<file path="src/pkg/xor_test_zero_skip_pkg.sv">
// Package: opcodes, field positions, reset values and buses for the xor/skip decoder
package xor_test_zero_skip_pkg;
   // ---------------------------------------------------------------
   // Opcode patterns
   // ---------------------------------------------------------------
   localparam logic [6:0] OP_TEST_ZERO_SKIP = 7'h33;   // 0110 011a
   localparam logic [7:0] OP_XOR_LITERAL_ACC = 8'h0A;  // 0000 1010
   localparam logic [5:0] OP_XOR_ACC_REGISTER = 6'h06; // 0001 10da
   localparam logic [6:0] OP_PTR_ARITH = 7'h74;        // 1110 100s
   localparam logic [4:0] OP_TWO_WORD_A = 5'h1E;       // 1111 0 / 1100 / 1110 1011 etc.
   localparam logic [3:0] OP_SECOND_WORD = 4'hF;
   localparam logic [3:0] OP_MOVE_FF = 4'hC;
   localparam logic [7:0] OP_MOVE_INDEXED = 8'hEB;
   localparam logic [6:0] OP_LONG_BRANCH = 7'h76;      // 1110 110x call, 1110 1111 goto
   localparam logic [7:0] OP_GOTO = 8'hEF;
   localparam logic [7:0] OP_LOAD_PTR = 8'hEE;
   // ---------------------------------------------------------------
   // Field positions
   // ---------------------------------------------------------------
   localparam int BIT_BANK_SEL = 8;
   localparam int BIT_DEST = 9;
   localparam int BIT_PTR_SUB = 8;
   localparam int BIT_REG_IMM_LSB = 0;
   localparam int BIT_PTR_SEL_LSB = 6;
   localparam logic [7:0] INDEXED_LIMIT = 8'h5F;
   localparam logic [1:0] PTR_THIRD = 2'h3;
   localparam logic [1:0] PTR_STACK = 2'h2;
   // ---------------------------------------------------------------
   // Reset values
   // ---------------------------------------------------------------
   localparam logic [7:0] ACC_RESET = 8'h00;
   localparam logic [11:0] PTR_RESET = 12'h000;
   localparam logic [1:0] SKIP_NONE = 2'h0;
   localparam logic [1:0] SKIP_ONE = 2'h1;
   localparam logic [1:0] SKIP_TWO = 2'h2;

   typedef struct packed {
      logic we;
      logic [11:0] addr;
      logic [7:0] data;
   } ram_wr_s;

   typedef struct packed {
      logic neg;
      logic zero;
   } flags_s;
endpackage

</file>
<file path="src/rtl/xor_test_zero_skip_ext_set_decode.sv">
// Decoder and executor for zero-test skip, xor ops and pointer literal ops
`timescale 1ns/1ps
module xor_test_zero_skip_ext_set_decode (
   input wire logic clk,
   input wire logic rst_b,
   input wire logic extension_cfg_bit,
   input wire logic instr_valid,
   input wire logic [15:0] instr_word,
   input wire logic [7:0] bank_pointer_reg,
   input wire logic [7:0] ram_rdata,
   input wire logic [20:0] stack_top,
   output logic [11:0] ram_raddr,
   output xor_test_zero_skip_pkg::ram_wr_s ram_wr_q,
   output logic [7:0] acc_q,
   output xor_test_zero_skip_pkg::flags_s flags_q,
   output logic flags_we_q,
   output logic [11:0] indirect_pointer_0_q,
   output logic [11:0] indirect_pointer_1_q,
   output logic [11:0] indirect_pointer_2_q,
   output logic return_q,
   output logic [20:0] pc_load_q,
   output logic nop_cycle_q,
   output logic illegal_q
);
   // ---------------------------------------------------------------
   // Decode
   // ---------------------------------------------------------------
   typedef enum logic [1:0] {EXEC, FLUSH, FLUSH_LAST} seq_e;
   seq_e state_q;
   logic ext_on;
   logic is_tstz, is_xorl, is_xorf, is_ptr, is_two_word;
   logic [11:0] ptr [3];
   logic [11:0] ptr_d [3];
   logic [7:0] fa;
   logic [7:0] xor_res;
   logic [1:0] sel;
   logic [5:0] lit6;
   logic live;

   // Configuration bit high (unprogrammed) enables the extension
   assign ext_on = extension_cfg_bit;
   assign live = instr_valid && (state_q == EXEC);
   assign fa = instr_word[7:0];
   assign is_tstz = instr_word[15:9] == xor_test_zero_skip_pkg::OP_TEST_ZERO_SKIP;
   assign is_xorl = instr_word[15:8] == xor_test_zero_skip_pkg::OP_XOR_LITERAL_ACC;
   assign is_xorf = instr_word[15:10] == xor_test_zero_skip_pkg::OP_XOR_ACC_REGISTER;
   assign is_ptr = ext_on && (instr_word[15:9] == xor_test_zero_skip_pkg::OP_PTR_ARITH);
   assign sel = instr_word[xor_test_zero_skip_pkg::BIT_PTR_SEL_LSB +: 2];
   assign lit6 = instr_word[5:0];
   assign ptr[0] = indirect_pointer_0_q;
   assign ptr[1] = indirect_pointer_1_q;
   assign ptr[2] = indirect_pointer_2_q;

   // Word following a skip: is it the first of a two-word instruction
   assign is_two_word = (instr_word[15:12] == xor_test_zero_skip_pkg::OP_MOVE_FF)
      || (instr_word[15:9] == xor_test_zero_skip_pkg::OP_LONG_BRANCH)
      || (instr_word[15:8] == xor_test_zero_skip_pkg::OP_GOTO)
      || (instr_word[15:8] == xor_test_zero_skip_pkg::OP_LOAD_PTR)
      || (ext_on && instr_word[15:8] == xor_test_zero_skip_pkg::OP_MOVE_INDEXED);

   // ---------------------------------------------------------------
   // Operand addressing
   // ---------------------------------------------------------------
   always_comb begin
      if (instr_word[xor_test_zero_skip_pkg::BIT_BANK_SEL]) begin
         ram_raddr = {bank_pointer_reg[3:0], fa};
      end else if (ext_on && fa <= xor_test_zero_skip_pkg::INDEXED_LIMIT) begin
         ram_raddr = indirect_pointer_2_q + {4'h0, fa};
      end else begin
         ram_raddr = {{4{fa[7]}}, fa};
      end
   end

   assign xor_res = acc_q ^ (is_xorl ? fa : ram_rdata);

   // Pointer next values; only the selected one moves, with select 3 moving pointer 2
   always_comb begin
      for (int i = 0; i < 3; i++) begin
         ptr_d[i] = ptr[i];
      end
      if (live && is_ptr && sel != xor_test_zero_skip_pkg::PTR_THIRD) begin
         if (instr_word[xor_test_zero_skip_pkg::BIT_PTR_SUB]) begin
            ptr_d[sel] = ptr[sel] - {6'h00, lit6};
         end else begin
            ptr_d[sel] = ptr[sel] + {6'h00, lit6};
         end
      end else if (live && is_ptr) begin
         if (instr_word[xor_test_zero_skip_pkg::BIT_PTR_SUB]) begin
            ptr_d[xor_test_zero_skip_pkg::PTR_STACK] = ptr[2] - {6'h00, lit6};
         end else begin
            ptr_d[xor_test_zero_skip_pkg::PTR_STACK] = ptr[2] + {6'h00, lit6};
         end
      end
   end

   // ---------------------------------------------------------------
   // Skip sequencing
   // ---------------------------------------------------------------
   always_ff @(posedge clk) begin
      if (!rst_b) begin
         state_q <= EXEC;
      end else begin
         case (state_q)
            EXEC: begin
               if (live && is_tstz && ram_rdata == 8'h00) begin
                  state_q <= FLUSH;
               end
            end
            FLUSH: begin
               // Discarded word decides whether a second flush follows
               if (instr_valid && is_two_word) begin
                  state_q <= FLUSH_LAST;
               end else if (instr_valid) begin
                  state_q <= EXEC;
               end
            end
            FLUSH_LAST: begin
               if (instr_valid) begin
                  state_q <= EXEC;
               end
            end
            default: state_q <= EXEC;
         endcase
      end
   end

   always_ff @(posedge clk) begin
      if (!rst_b) begin
         nop_cycle_q <= 1'b0;
      end else begin
         nop_cycle_q <= instr_valid && (state_q != EXEC);
      end
   end

   // ---------------------------------------------------------------
   // Accumulator, flags, write-back
   // ---------------------------------------------------------------
   always_ff @(posedge clk) begin
      if (!rst_b) begin
         acc_q <= xor_test_zero_skip_pkg::ACC_RESET;
         flags_q <= '0;
         flags_we_q <= 1'b0;
         ram_wr_q <= '0;
      end else begin
         flags_we_q <= 1'b0;
         ram_wr_q.we <= 1'b0;
         if (live && (is_xorl || is_xorf)) begin
            flags_q.neg <= xor_res[7];
            flags_q.zero <= xor_res == 8'h00;
            flags_we_q <= 1'b1;
            if (is_xorl || !instr_word[xor_test_zero_skip_pkg::BIT_DEST]) begin
               acc_q <= xor_res;
            end else begin
               ram_wr_q.we <= 1'b1;
               ram_wr_q.addr <= ram_raddr;
               ram_wr_q.data <= xor_res;
            end
         end
      end
   end

   // ---------------------------------------------------------------
   // Pointer registers and return
   // ---------------------------------------------------------------
   always_ff @(posedge clk) begin
      if (!rst_b) begin
         indirect_pointer_0_q <= xor_test_zero_skip_pkg::PTR_RESET;
         indirect_pointer_1_q <= xor_test_zero_skip_pkg::PTR_RESET;
         indirect_pointer_2_q <= xor_test_zero_skip_pkg::PTR_RESET;
      end else begin
         indirect_pointer_0_q <= ptr_d[0];
         indirect_pointer_1_q <= ptr_d[1];
         indirect_pointer_2_q <= ptr_d[2];
      end
   end

   always_ff @(posedge clk) begin
      if (!rst_b) begin
         return_q <= 1'b0;
         pc_load_q <= '0;
         illegal_q <= 1'b0;
      end else begin
         return_q <= live && is_ptr && sel == xor_test_zero_skip_pkg::PTR_THIRD;
         if (live && is_ptr && sel == xor_test_zero_skip_pkg::PTR_THIRD) begin
            pc_load_q <= stack_top;
         end
         // Pointer arithmetic opcodes with the extension off are flagged, not run; the indexed move opener is not flagged
         illegal_q <= live && !ext_on
            && (instr_word[15:9] == xor_test_zero_skip_pkg::OP_PTR_ARITH);
      end
   end

   // ---------------------------------------------------------------
   // Checks
   // ---------------------------------------------------------------
   a_skip_one_nop: assert property (@(posedge clk) disable iff (!rst_b)
      live && is_tstz && ram_rdata == 8'h00 ##1 instr_valid |=> nop_cycle_q)
      else $error("zero-test skip gave no no-op cycle");
   a_no_skip_nonzero: assert property (@(posedge clk) disable iff (!rst_b)
      live && is_tstz && ram_rdata != 8'h00 |=> state_q == EXEC)
      else $error("skip taken on nonzero operand");
   a_two_word_flush: assert property (@(posedge clk) disable iff (!rst_b)
      state_q == FLUSH && instr_valid && is_two_word |=> state_q == FLUSH_LAST)
      else $error("two-word skip lacks second no-op");
   a_bank_select: assert property (@(posedge clk) disable iff (!rst_b)
      instr_word[8] |-> ram_raddr == {bank_pointer_reg[3:0], instr_word[7:0]})
      else $error("bank pointer not used for banked access");
   a_indexed_addr: assert property (@(posedge clk) disable iff (!rst_b)
      extension_cfg_bit && !instr_word[8] && instr_word[7:0] <= 8'h5F
      |-> ram_raddr == indirect_pointer_2_q + {4'h0, instr_word[7:0]})
      else $error("indexed offset addressing wrong");
   a_xor_literal: assert property (@(posedge clk) disable iff (!rst_b)
      live && is_xorl |=> acc_q == ($past(acc_q) ^ $past(instr_word[7:0])))
      else $error("literal xor result wrong");
   a_xor_dest_reg: assert property (@(posedge clk) disable iff (!rst_b)
      live && is_xorf && instr_word[9] |=> ram_wr_q.we && $stable(acc_q))
      else $error("register xor did not write back");
   a_skip_flags: assert property (@(posedge clk) disable iff (!rst_b)
      live && is_tstz |=> !flags_we_q)
      else $error("zero-test touched flags");
   a_ptr_add: assert property (@(posedge clk) disable iff (!rst_b)
      live && is_ptr && instr_word[7:6] == 2'h0 && !instr_word[8]
      |=> indirect_pointer_0_q == $past(indirect_pointer_0_q) + {6'h00, $past(instr_word[5:0])})
      else $error("pointer add wrong");
   a_ptr_return: assert property (@(posedge clk) disable iff (!rst_b)
      live && is_ptr && instr_word[7:6] == 2'h3 |=> return_q && pc_load_q == $past(stack_top))
      else $error("add-and-return did not return");
endmodule // xor_test_zero_skip_ext_set_decode

</file>
<file path="config.mk">
export PLATFORM = sky130hd
export DESIGN_NAME = xor_test_zero_skip_ext_set_decode
export DESIGN_NICKNAME = d
export VERILOG_FILES = /design/src/pkg/xor_test_zero_skip_pkg.sv /design/src/rtl/xor_test_zero_skip_ext_set_decode.sv
export SDC_FILE = /design/constraint.sdc
export NUM_CORES = 1
export LEC_CHECK = 0
export BUFFER_PORTS_ARGS = -buffer_cell sky130_fd_sc_hd__buf_2
export CELL_PAD_IN_SITES_DETAIL_PLACEMENT = 0
export CELL_PAD_IN_SITES_GLOBAL_PLACEMENT = 2
export CORE_MARGIN = 4
export CORE_UTILIZATION = 32
export CTS_CLUSTER_DIAMETER = 40
export DETAILED_ROUTE_END_ITERATION = 16
export HOLD_SLACK_MARGIN = 0.12
export PLACE_DENSITY = 0.92
export SLEW_MARGIN = 20
export SYNTH_ARGS = -nofsm -noshare
export SYNTH_HDL_FRONTEND = slang
export SYNTH_SLANG_ARGS = --single-unit
</file>
<file path="constraint.sdc">
create_clock -name clk -period 4.6 [get_ports clk]
set_input_delay 0.23 -clock clk [delete_from_list [all_inputs] [get_ports clk]]
set_output_delay 0.23 -clock clk [all_outputs]
set_load 0.02 [all_outputs]
</file>
======== Word level (Yosys, flattened, before mapping) ========
Index checks and enable logic that the tools add are counted.
word-level totals
  register bits after elaboration ......... 94
  input port bits ......................... 57
  output and inout port bits .............. 104
  word-level logic and storage cells ...... 91
operators by class
  $add $sub $neg .......................... 5
  order comparisons ....................... 3
  eq/ne operators ......................... 14
  muxes and demuxes ....................... 20
  bitwise gates (word level) .............. 3
  reductions and logical operators ........ 31
operators by type and width
  operator            number
  $mux 12             8
  $bwmux 36           2
  $mux 36             1
  $add 12x6->12       2
  $bmux 12 s2         1
  $demux 12 s2        1
  $eq 8x8->1 const B  3
  $sub 12x6->12       2
  $mux 21             1
  $logic_not 8->1     2
  $logic_and 1x1->1   15
  $eq 7x7->1 const B  2
  $add 12x8->12       1
  $eq 8x4->1 const B  1
  $le 8x7->1 const B  1
  $mux 8              1
  $xor 8x8->8         1
  $eq 7x6->1 const B  1
  $eq 6x3->1 const B  1
  $logic_or 1x1->1    6
  $mux 2              3
  $pmux 2 s3          1
  $reduce_and 2->1    3
  $eq 2x2->1 const B  2
  12 further kinds    14

======== Longest topological paths before layout ========
Gate-level depths: netlist of run 1.
  word-level depth ........................ 8
  gate-level depth with buffers ........... 15
  depth with buffers taken out ............ 14

======== Worst setup path before layout of run 1 ========
No wires, ideal clock.
  kind .................................... input-to-reg
  start ................................... input instr_word[7]
  end ..................................... register indirect_pointer_2_q[11]
  setup time .............................. 0.120 ns
  arrival ................................. 3.096 ns
  data required time ...................... 4.480 ns
  slack ................................... 1.385 ns
  stages .................................. 13
  buffers on the path ..................... 2
  cell sequence ........................... buf_4 > buf_1 > mux2i_1 > o21ai_0 > ha_1 > nand2b_1 > a221o_1 > a221oi_2 > nand2_1 > o32ai_2 > xnor2_1 > o21a_1 > a21oi_1
on the way
  longest elaborated chain between the ends .. 8
  elaborated cells on any way between the ends .. 18
  classes of those cells .................. add/sub (2); order compare (2); eq/ne (1); mux (9); bitwise (1); reduce/logical (3)
ends and longest elaborated chain
  item                                                                       RTL line                                                                          RTL
  start: declaration                                                         xor_test_zero_skip_ext_set_decode.sv:8                                            input wire logic [15:0] instr_word,
  $not 2->3 (implied by the code)                                            xor_test_zero_skip_ext_set_decode.sv:83, xor_test_zero_skip_ext_set_decode.sv:85
  $bmux 12 s2 (tied with other cells)                                        xor_test_zero_skip_ext_set_decode.sv:83, xor_test_zero_skip_ext_set_decode.sv:85
  $mux 12 (implied by the code) / $logic_and 1x1->1 (equally long branches)  xor_test_zero_skip_ext_set_decode.sv:83, xor_test_zero_skip_ext_set_decode.sv:85
  $mux 12 (implied by the code)                                              xor_test_zero_skip_ext_set_decode.sv:83, xor_test_zero_skip_ext_set_decode.sv:85
  $add 12x6->12 (tied with other cells)                                      xor_test_zero_skip_ext_set_decode.sv:85                                           ptr_d[sel] = ptr[sel] + {6'h00, lit6};
  $bwmux 36, on equally long branches                                        xor_test_zero_skip_ext_set_decode.sv:85, xor_test_zero_skip_ext_set_decode.sv:83
  $mux 36                                                                    xor_test_zero_skip_ext_set_decode.sv:82                                           if (instr_word[xor_test_zero_skip_pkg::BIT_PTR_SUB]) begin
  $mux 12                                                                    xor_test_zero_skip_ext_set_decode.sv:81                                           if (live && is_ptr && sel != xor_test_zero_skip_pkg::PTR_THIRD) begin
  end signal: assignment                                                     xor_test_zero_skip_ext_set_decode.sv:169                                          indirect_pointer_2_q <= xor_test_zero_skip_pkg::PTR_RESET;
  end signal: assignment                                                     xor_test_zero_skip_ext_set_decode.sv:173                                          indirect_pointer_2_q <= ptr_d[2];
  end: declaration                                                           xor_test_zero_skip_ext_set_decode.sv:19                                           output logic [11:0] indirect_pointer_2_q,
Parallel ways exist; a longest one is shown, timed or not. The select of a mux whose other input is x is not followed.
A chain may end at the register's enable or synchronous reset.

======== Final worst setup path of run 1 ========
  start ................................... register indirect_pointer_2_q[1]
  end ..................................... register indirect_pointer_2_q[7]
on the way
  longest elaborated chain between the ends .. 7
  elaborated cells on any way between the ends .. 13
  classes of those cells .................. add/sub (4); mux (9)
ends and longest elaborated chain
  item                                                   RTL line
  $bmux 12 s2                                            xor_test_zero_skip_ext_set_decode.sv:83, xor_test_zero_skip_ext_set_decode.sv:85
  $mux 12 (implied by the code) (2 in a row)             xor_test_zero_skip_ext_set_decode.sv:83, xor_test_zero_skip_ext_set_decode.sv:85
  $add 12x6->12 / $sub 12x6->12 (equally long branches)  xor_test_zero_skip_ext_set_decode.sv:85, xor_test_zero_skip_ext_set_decode.sv:83
  $bwmux 36, on equally long branches                    xor_test_zero_skip_ext_set_decode.sv:85, xor_test_zero_skip_ext_set_decode.sv:83
  $mux 36                                                xor_test_zero_skip_ext_set_decode.sv:82
  $mux 12 (*)                                            xor_test_zero_skip_ext_set_decode.sv:81
Mark *: on every way between the ends. The rest lies on a longest branch, timed or not. The select of a mux whose other input is x is not followed.

==> impl_metrics.env, run 1 <==
export IMPL_cts_root_buf="clkbuf_16"
export IMPL_die_y_um=143
export IMPL_cpMostUsedCell="mux2i_1"
export IMPL_core_area_um2=17500
export IMPL_routabilityCongestion=0.826
export IMPL_numCtsBuffers=9
export IMPL_synth_warnings=0
export IMPL_r2r_end="indirect_pointer_2_q[7]"
export IMPL_rows=48
export IMPL_final_hold_viol_count=0
export IMPL_slowest_delay_ps=580
export IMPL_synth_nets=823
export IMPL_status="complete, no violations"
export IMPL_crit_arrival_ps=3590
export IMPL_syn_inst=727
export IMPL_period_share_pct=73.9
export IMPL_crit_required_ps=4790
export IMPL_holdWs_ps=134
export IMPL_vias=5619
export IMPL_area_growth_syn_to_layout_pct=25.0
export IMPL_port_buffers=156
export IMPL_peakVddDrop_mv=0.148
export IMPL_fin_nets=980
export IMPL_crit_path_top_delay_cell="o21ai_0"
export IMPL_yosysSeqAreaShare_pct=32.5
export IMPL_cts_tree="yes"
export IMPL_path_depth=10
export IMPL_postLayoutCellArea_um2=7250
export IMPL_r2r_start="indirect_pointer_2_q[1]"
export IMPL_p_leak_nw=3.18
export IMPL_crit_family="compound AO/OA/AOI/OAI gates"
export IMPL_post_place_ws_ps=1240
export IMPL_start_util_pct=33.1
export IMPL_synth_area_um2=5800
export IMPL_wire_per_inst_um=16.6
export IMPL_clockBufferDepth=2
export IMPL_cap_violations=0
export IMPL_cp_cell_sequence="mux2i_1, o21ai_0, ha_1, nand2b_1, a221o_1, a221oi_2, mux2i_1, xnor2_1, a221oi_1, nor3_1"
export IMPL_ys_types=70
export IMPL_num_io_pins=161
export IMPL_final_setup_viol_count=0
export IMPL_ys_ff_latch=94
export IMPL_worstHoldStart="stack_top[1]"
export IMPL_die_x_um=143
export IMPL_viasPerCell=5.04
export IMPL_regToRegSetupSlack_ps=1200
export IMPL_insertion_delay_ps=350
export IMPL_yosys_top_cells_count="nand2_1 (116), dfxtp_1 (94), a21oi_1 (84)"
export IMPL_drive_above_1_share_pct=22.7
export IMPL_clk_pin_slew_ps=70
export IMPL_grt_pass1_wl_um=29100
export IMPL_period_needed_ps=3400
export IMPL_max_clock_freq_mhz=294
export IMPL_ys_flop_type="dfxtp_1"
export IMPL_placed_area_um2=6770
export IMPL_synth_area_leaders="dfxtp_1 (32%), ha_1 (7.6%), nand2_1 (7.5%)"
export IMPL_track_usage_pct=18.0
export IMPL_holdPathStages=3
export IMPL_cp_num_buf_inv=0
export IMPL_ant_nets=0
export IMPL_synth_area_per_cell_um2=7.98
export IMPL_cp_start_kind="flip-flop"
export IMPL_synth_edf_count=0
export IMPL_cts_sink_count=94
export IMPL_antenna_found_initial=0
export IMPL_fin_tns_setup_ps=0
export IMPL_post_route_util_pct=41.3
export IMPL_dr_first_iter_drc_count=193
export IMPL_fin_ws_ps=1200
export IMPL_grt_max_degree=52
export IMPL_drcViolationCount=0
export IMPL_dp_hpwl_um=14200
export IMPL_worst_slew_pin_slew_ps=995
export IMPL_endpoint_kind="flip-flop"
export IMPL_cp_max_fo=6
export IMPL_cts_setup_buffers=0
export IMPL_grt_pass1_vias=5439
export IMPL_design_die_area_um2=20300
export IMPL_hold_class="primary input to flip-flop"
export IMPL_worst_clock_skew_ps=9.08
export IMPL_synth_top_area_share_pct=32.5
export IMPL_p_per_area_nw_per_um2=253
export IMPL_worst_r2r_path_depth=10
export IMPL_dr_pass1_iters=4
export IMPL_antennaDiodeCount=0
export IMPL_slew_violations=0
export IMPL_grt_ovfl_total=0
export IMPL_relSlewSlack_pct=33.7
export IMPL_async_flop_share_pct=0
export IMPL_path_class="flip-flop to flip-flop"
export IMPL_rsz0062_at_grt="no"
export IMPL_holdPathEnd="pc_load_q[1]"
export IMPL_yosysTopAreaCell="dfxtp_1"
export IMPL_drt_wl_total_um=18500
export IMPL_yosysMostFrequentCell="nand2_1"
export IMPL_htree_levels=3
worst register-to-register path: cells and delay by family (launching register included):
kind	cells	cell delay [ps]
AO/OA/AOI/OAI	4	1660
flip-flops	1	490
adder cells (fa/ha/maj)	1	370
multiplexers	2	270
AND/OR/NAND/NOR	2	240
XOR/XNOR	1	210
registers in the layout, indices dropped and copies added, names as in the netlist:
name,cells
nop_cycle_q,1
flags_we_q,1
return_q,1
pc_load_q,21
indirect_pointer_1_q,12
acc_q,8
illegal_q,1
state_q,2
indirect_pointer_2_q,12
indirect_pointer_0_q,12
flags_q,2
ram_wr_q,21
worst max-delay path by stage:
stage / startpoint / to / slack (ps)
floorplan: instr_word[7] / indirect_pointer_2_q[11] / 1380
global placement: instr_word[7] / indirect_pointer_2_q[7] / 1250
detailed placement: instr_word[7] / indirect_pointer_2_q[7] / 1240
CTS: indirect_pointer_2_q[1] / indirect_pointer_2_q[7] / 1250
global route: indirect_pointer_2_q[1] / indirect_pointer_2_q[7] / 1000
finish: indirect_pointer_2_q[1] / indirect_pointer_2_q[7] / 1200
area by class of cell:
class                           count  area, um2
Fill cell                        1857      10300
Multi-Input combinational cell    569       3660
Sequential cell                    94       1880
Timing Repair Buffer              181       1010
Tap cell                          225        282
Clock buffer                       12        256
Inverter                           29        109
Clock inverter                      4       52.6
metrics by stage:
stage,instances,total power [mW]
floorplan,727,0.973
global placement,1081,1.06
detailed placement,1081,1.06
CTS,1114,1.86
global route,1114,1.92
finish,1114,1.83
cell families after synthesis:
logic type      after synthesis  share of synthesized area, %
compound gates              207                          21.7
xor+xnor                     41                          6.19
fa+ha+maj                    39                          8.93
buf+inv                      64                          4.55
flops                        94                          32.5
mux                          38                          6.58
simple gates                244                          19.6
layer usage:
layer,vias up,share of wire [%],track usage [%]
met5,-,0,0
met4,0,1.2,5.30
met2,137,47,30.0
met1,2604,46,23.8
met3,11,5.6,3.23
li1,2867,-,-
cell usage in the layout (no fill, tap or decap), types with 10 or more instances in the layout:
master	count
a21oi_1	84
ha_1	35
nand2_1	116
nand3_1	12
a21o_1	10
xnor2_1	34
mux2i_1	37
nor3_1	13
o21ai_0	60
nor2_1	48
inv_1	25
dlygate4sd3_1	17
buf_2	156
dfxtp_1	94
where the power goes:
group	switching (mW)	internal (mW)
Clock	0.329	0.454
Sequential	0.000840	0.814
Combinational	0.146	0.0896
repair_timing:
action,CTS,global route
hold endpoints to repair,17,0
hold buffers,17,0
resized for setup,0,0
(Power assumes the default switching activity.)
==> run 2: changes to the inputs <==
--- a/config.mk
+++ b/config.mk
@@ -9,11 +9,11 @@
 export CELL_PAD_IN_SITES_DETAIL_PLACEMENT = 0
 export CELL_PAD_IN_SITES_GLOBAL_PLACEMENT = 2
 export CORE_MARGIN = 4
-export CORE_UTILIZATION = 32
+export CORE_UTILIZATION = 27
 export CTS_CLUSTER_DIAMETER = 40
 export DETAILED_ROUTE_END_ITERATION = 16
 export HOLD_SLACK_MARGIN = 0.12
-export PLACE_DENSITY = 0.92
+export PLACE_DENSITY = 0.84
 export SLEW_MARGIN = 20
 export SYNTH_ARGS = -nofsm -noshare
 export SYNTH_HDL_FRONTEND = slang
==> constraint.sdc (replaced) <==
create_clock -name clk -period 2.85 [get_ports clk]
set_input_delay 0.1425 -clock clk [delete_from_list [all_inputs] [get_ports clk]]
set_output_delay 0.1425 -clock clk [all_outputs]
set_load 0.02 [all_outputs]
==> run 2 against run 1 <==
First-iteration DRC count is 100% higher. Utilization is 4.1 points lower. Clock power is 66% higher. Register-to-register slack worse by 1000 ps. Combinational power is 85% higher. Cell count is 9.5% higher. Die area is 17% higher. Sequential cell count stayed put. Count of clock-buffer cells in the layout is 1 lower. Global-route usage is 1.2 points lower. Highest routed layer unchanged.
==> impl_metrics.env, run 2 (synthesized netlist as in run 1, its figures left out) <==
export IMPL_status="complete, no violations"
export IMPL_fin_nets=1036
export IMPL_period_needed_ps=2670
export IMPL_viasPerCell=4.80
export IMPL_crit_path_top_delay_cell="a2111oi_1"
export IMPL_post_route_util_pct=37.3
export IMPL_p_total_mw=3.05
export IMPL_cts_tree="yes"
export IMPL_relSlewSlack_pct=45.2
export IMPL_p_comb_share_pct=14.3
export IMPL_clockPowerShare_pct=42.5
export IMPL_track_usage_pct=16.8
export IMPL_grt_pass1_wl_um=31900
export IMPL_p_leak_nw=3.50
export IMPL_cap_violations=0
export IMPL_crit_required_ps=2710
export IMPL_drcViolationCount=0
export IMPL_clk_pin_slew_ps=70
export IMPL_clockBufferDepth=2
export IMPL_switching_share_pct=26.7
export IMPL_routabilityCongestion=0.858
export IMPL_start_util_pct=27.5
export IMPL_core_area_um2=21100
export IMPL_cts_sink_count=94
export IMPL_wire_per_inst_um=16.8
export IMPL_postLayoutCellArea_um2=7860
export IMPL_crit_arrival_ps=2530
export IMPL_dr_first_iter_drc_count=394
export IMPL_area_growth_syn_to_layout_pct=35.5
export IMPL_rows=53
export IMPL_p_per_area_nw_per_um2=388
export IMPL_slowest_delay_ps=430
export IMPL_design_die_area_um2=23900
export IMPL_antennaDiodeCount=0
export IMPL_p_sw_mw=0.814
export IMPL_cp_max_fo=5
export IMPL_final_cell_mix="buf_2 (155), nand2_1 (116), dfxtp_1 (93)"
export IMPL_period_share_pct=93.7
export IMPL_num_io_pins=161
export IMPL_drt_wl_total_um=20500
export IMPL_worst_slew_pin_slew_ps=821
export IMPL_insertion_delay_ps=350
export IMPL_drive_above_1_share_pct=28.3
export IMPL_layout_commonest_cell="buf_2"
export IMPL_max_clock_freq_mhz=374
export IMPL_reg_largest_list="pc_load_q: 21 flops, ram_wr_q: 21 flops"
export IMPL_path_class="flip-flop to output pin"
export IMPL_worstHoldStart="instr_word[10]"
export IMPL_final_setup_viol_count=0
export IMPL_endpoint_kind="output pin"
export IMPL_peakVddDrop_mv=0.198
export IMPL_seqPwrFrac_pct=43.2
export IMPL_cp_start_kind="flip-flop"
export IMPL_antenna_found_initial=0
export IMPL_htree_levels=3
export IMPL_worst_clock_skew_ps=10.5
export IMPL_port_buffers=156
export IMPL_grt_max_degree=40
export IMPL_cts_root_buf="clkbuf_16"
export IMPL_final_hold_viol_count=0
export IMPL_vias=5853
export IMPL_r2r_start="indirect_pointer_0_q[2]"
export IMPL_rsz0062_at_grt="no"
export IMPL_fin_tns_setup_ps=0
export IMPL_dp_hpwl_um=16000
export IMPL_cellInternalPower_mw=2.23
export IMPL_n_fill_cell=2244
export IMPL_dr_pass1_iters=5
export IMPL_cp_cell_sequence="buf_4, ha_1, a2111oi_1, o21a_1, nor3b_2, o2111ai_1, xor2_1, o21ai_1, buf_2"
export IMPL_numCtsBuffers=9
export IMPL_die_x_um=155
export IMPL_hold_class="primary input to flip-flop"
export IMPL_grt_pass1_vias=5694
export IMPL_placed_area_um2=7220
export IMPL_slew_violations=0
export IMPL_die_y_um=155
export IMPL_grt_ovfl_total=0
export IMPL_ant_nets=0
export IMPL_crit_start="indirect_pointer_2_q[5]"
==> run 2: area by class of cell <==
cell class,instances,area (um2),area share [%]
clock inverters,5,65.1,0.828
inverters,29,109,1.39
repair buffers,237,1470,18.8
multi-input cells,569,3730,47.5
flip-flops and latches,94,1880,24.0
well taps,275,344,4.38
clock buffers,11,253,3.22
==> run 2: path summary, 6_finish.rpt <==
| path | slack, ps | depth (start not counted) | end |
|---|---|---|---|
| worst max register to register | 190 | 12 | indirect_pointer_2_q[9] |
| worst min-delay path | 160 | 4 | illegal_q |
| worst min register to register | 450 | 2 | pc_load_q[0] |
| worst max-delay path | 180 | 9 | ram_raddr[11] |
==> run 2: power by group through the flow <==
stage                     clock network [mW]  registers, mW  logic, mW
final                                   1.30           1.32      0.437
after detailed placement                   0           1.35      0.405
after global routing                    1.39           1.32      0.476
after CTS                               1.34           1.32      0.434
after floorplan                            0           1.35      0.224
after global placement                     0           1.35      0.407
==> run 2: repair_timing <==
action / CTS / global route
buffers inserted: 0 / 2
pin swaps: 1 / 8
hold endpoints to repair: 24 / 0
hold buffers: 23 / 0
endpoints found under the setup margin: 3 / 15
resized for setup: 6 / 16
==> run 2: per-layer routing <==
| metal | wire, um | vias to the layer above | global-route usage (%) |
|---|---|---|---|
| met4 | 287 | 0 | 3.83 |
| met5 | 0 | - | 0 |
| met2 | 9780 | 137 | 28.3 |
| met1 | 9520 | 2720 | 22.4 |
| li1 | - | 2978 | - |
| met3 | 960 | 18 | 3.11 |
==> run 2: critical path: cells and delay by family, from the launching register on <==
kind,cells,cell delay [ps]
AO/OA/AOI/OAI,4,1080
XOR/XNOR,1,100
adder cells (fa/ha/maj),1,230
buffers and inverters,2,370
flip-flops,1,330
AND/OR/NAND/NOR,1,70
==> run 2: metrics by stage <==
step | worst slack (ps) | hold slack, ps | std cells
finish | 178 | 161 | 1220
global route | 3.93 | 210 | 1220
CTS | -42.5 | 153 | 1218
detailed placement | -25.1 | 392 | 1179
global placement | -20.3 | 389 | 1179
floorplan | 40.8 | 220 | 727
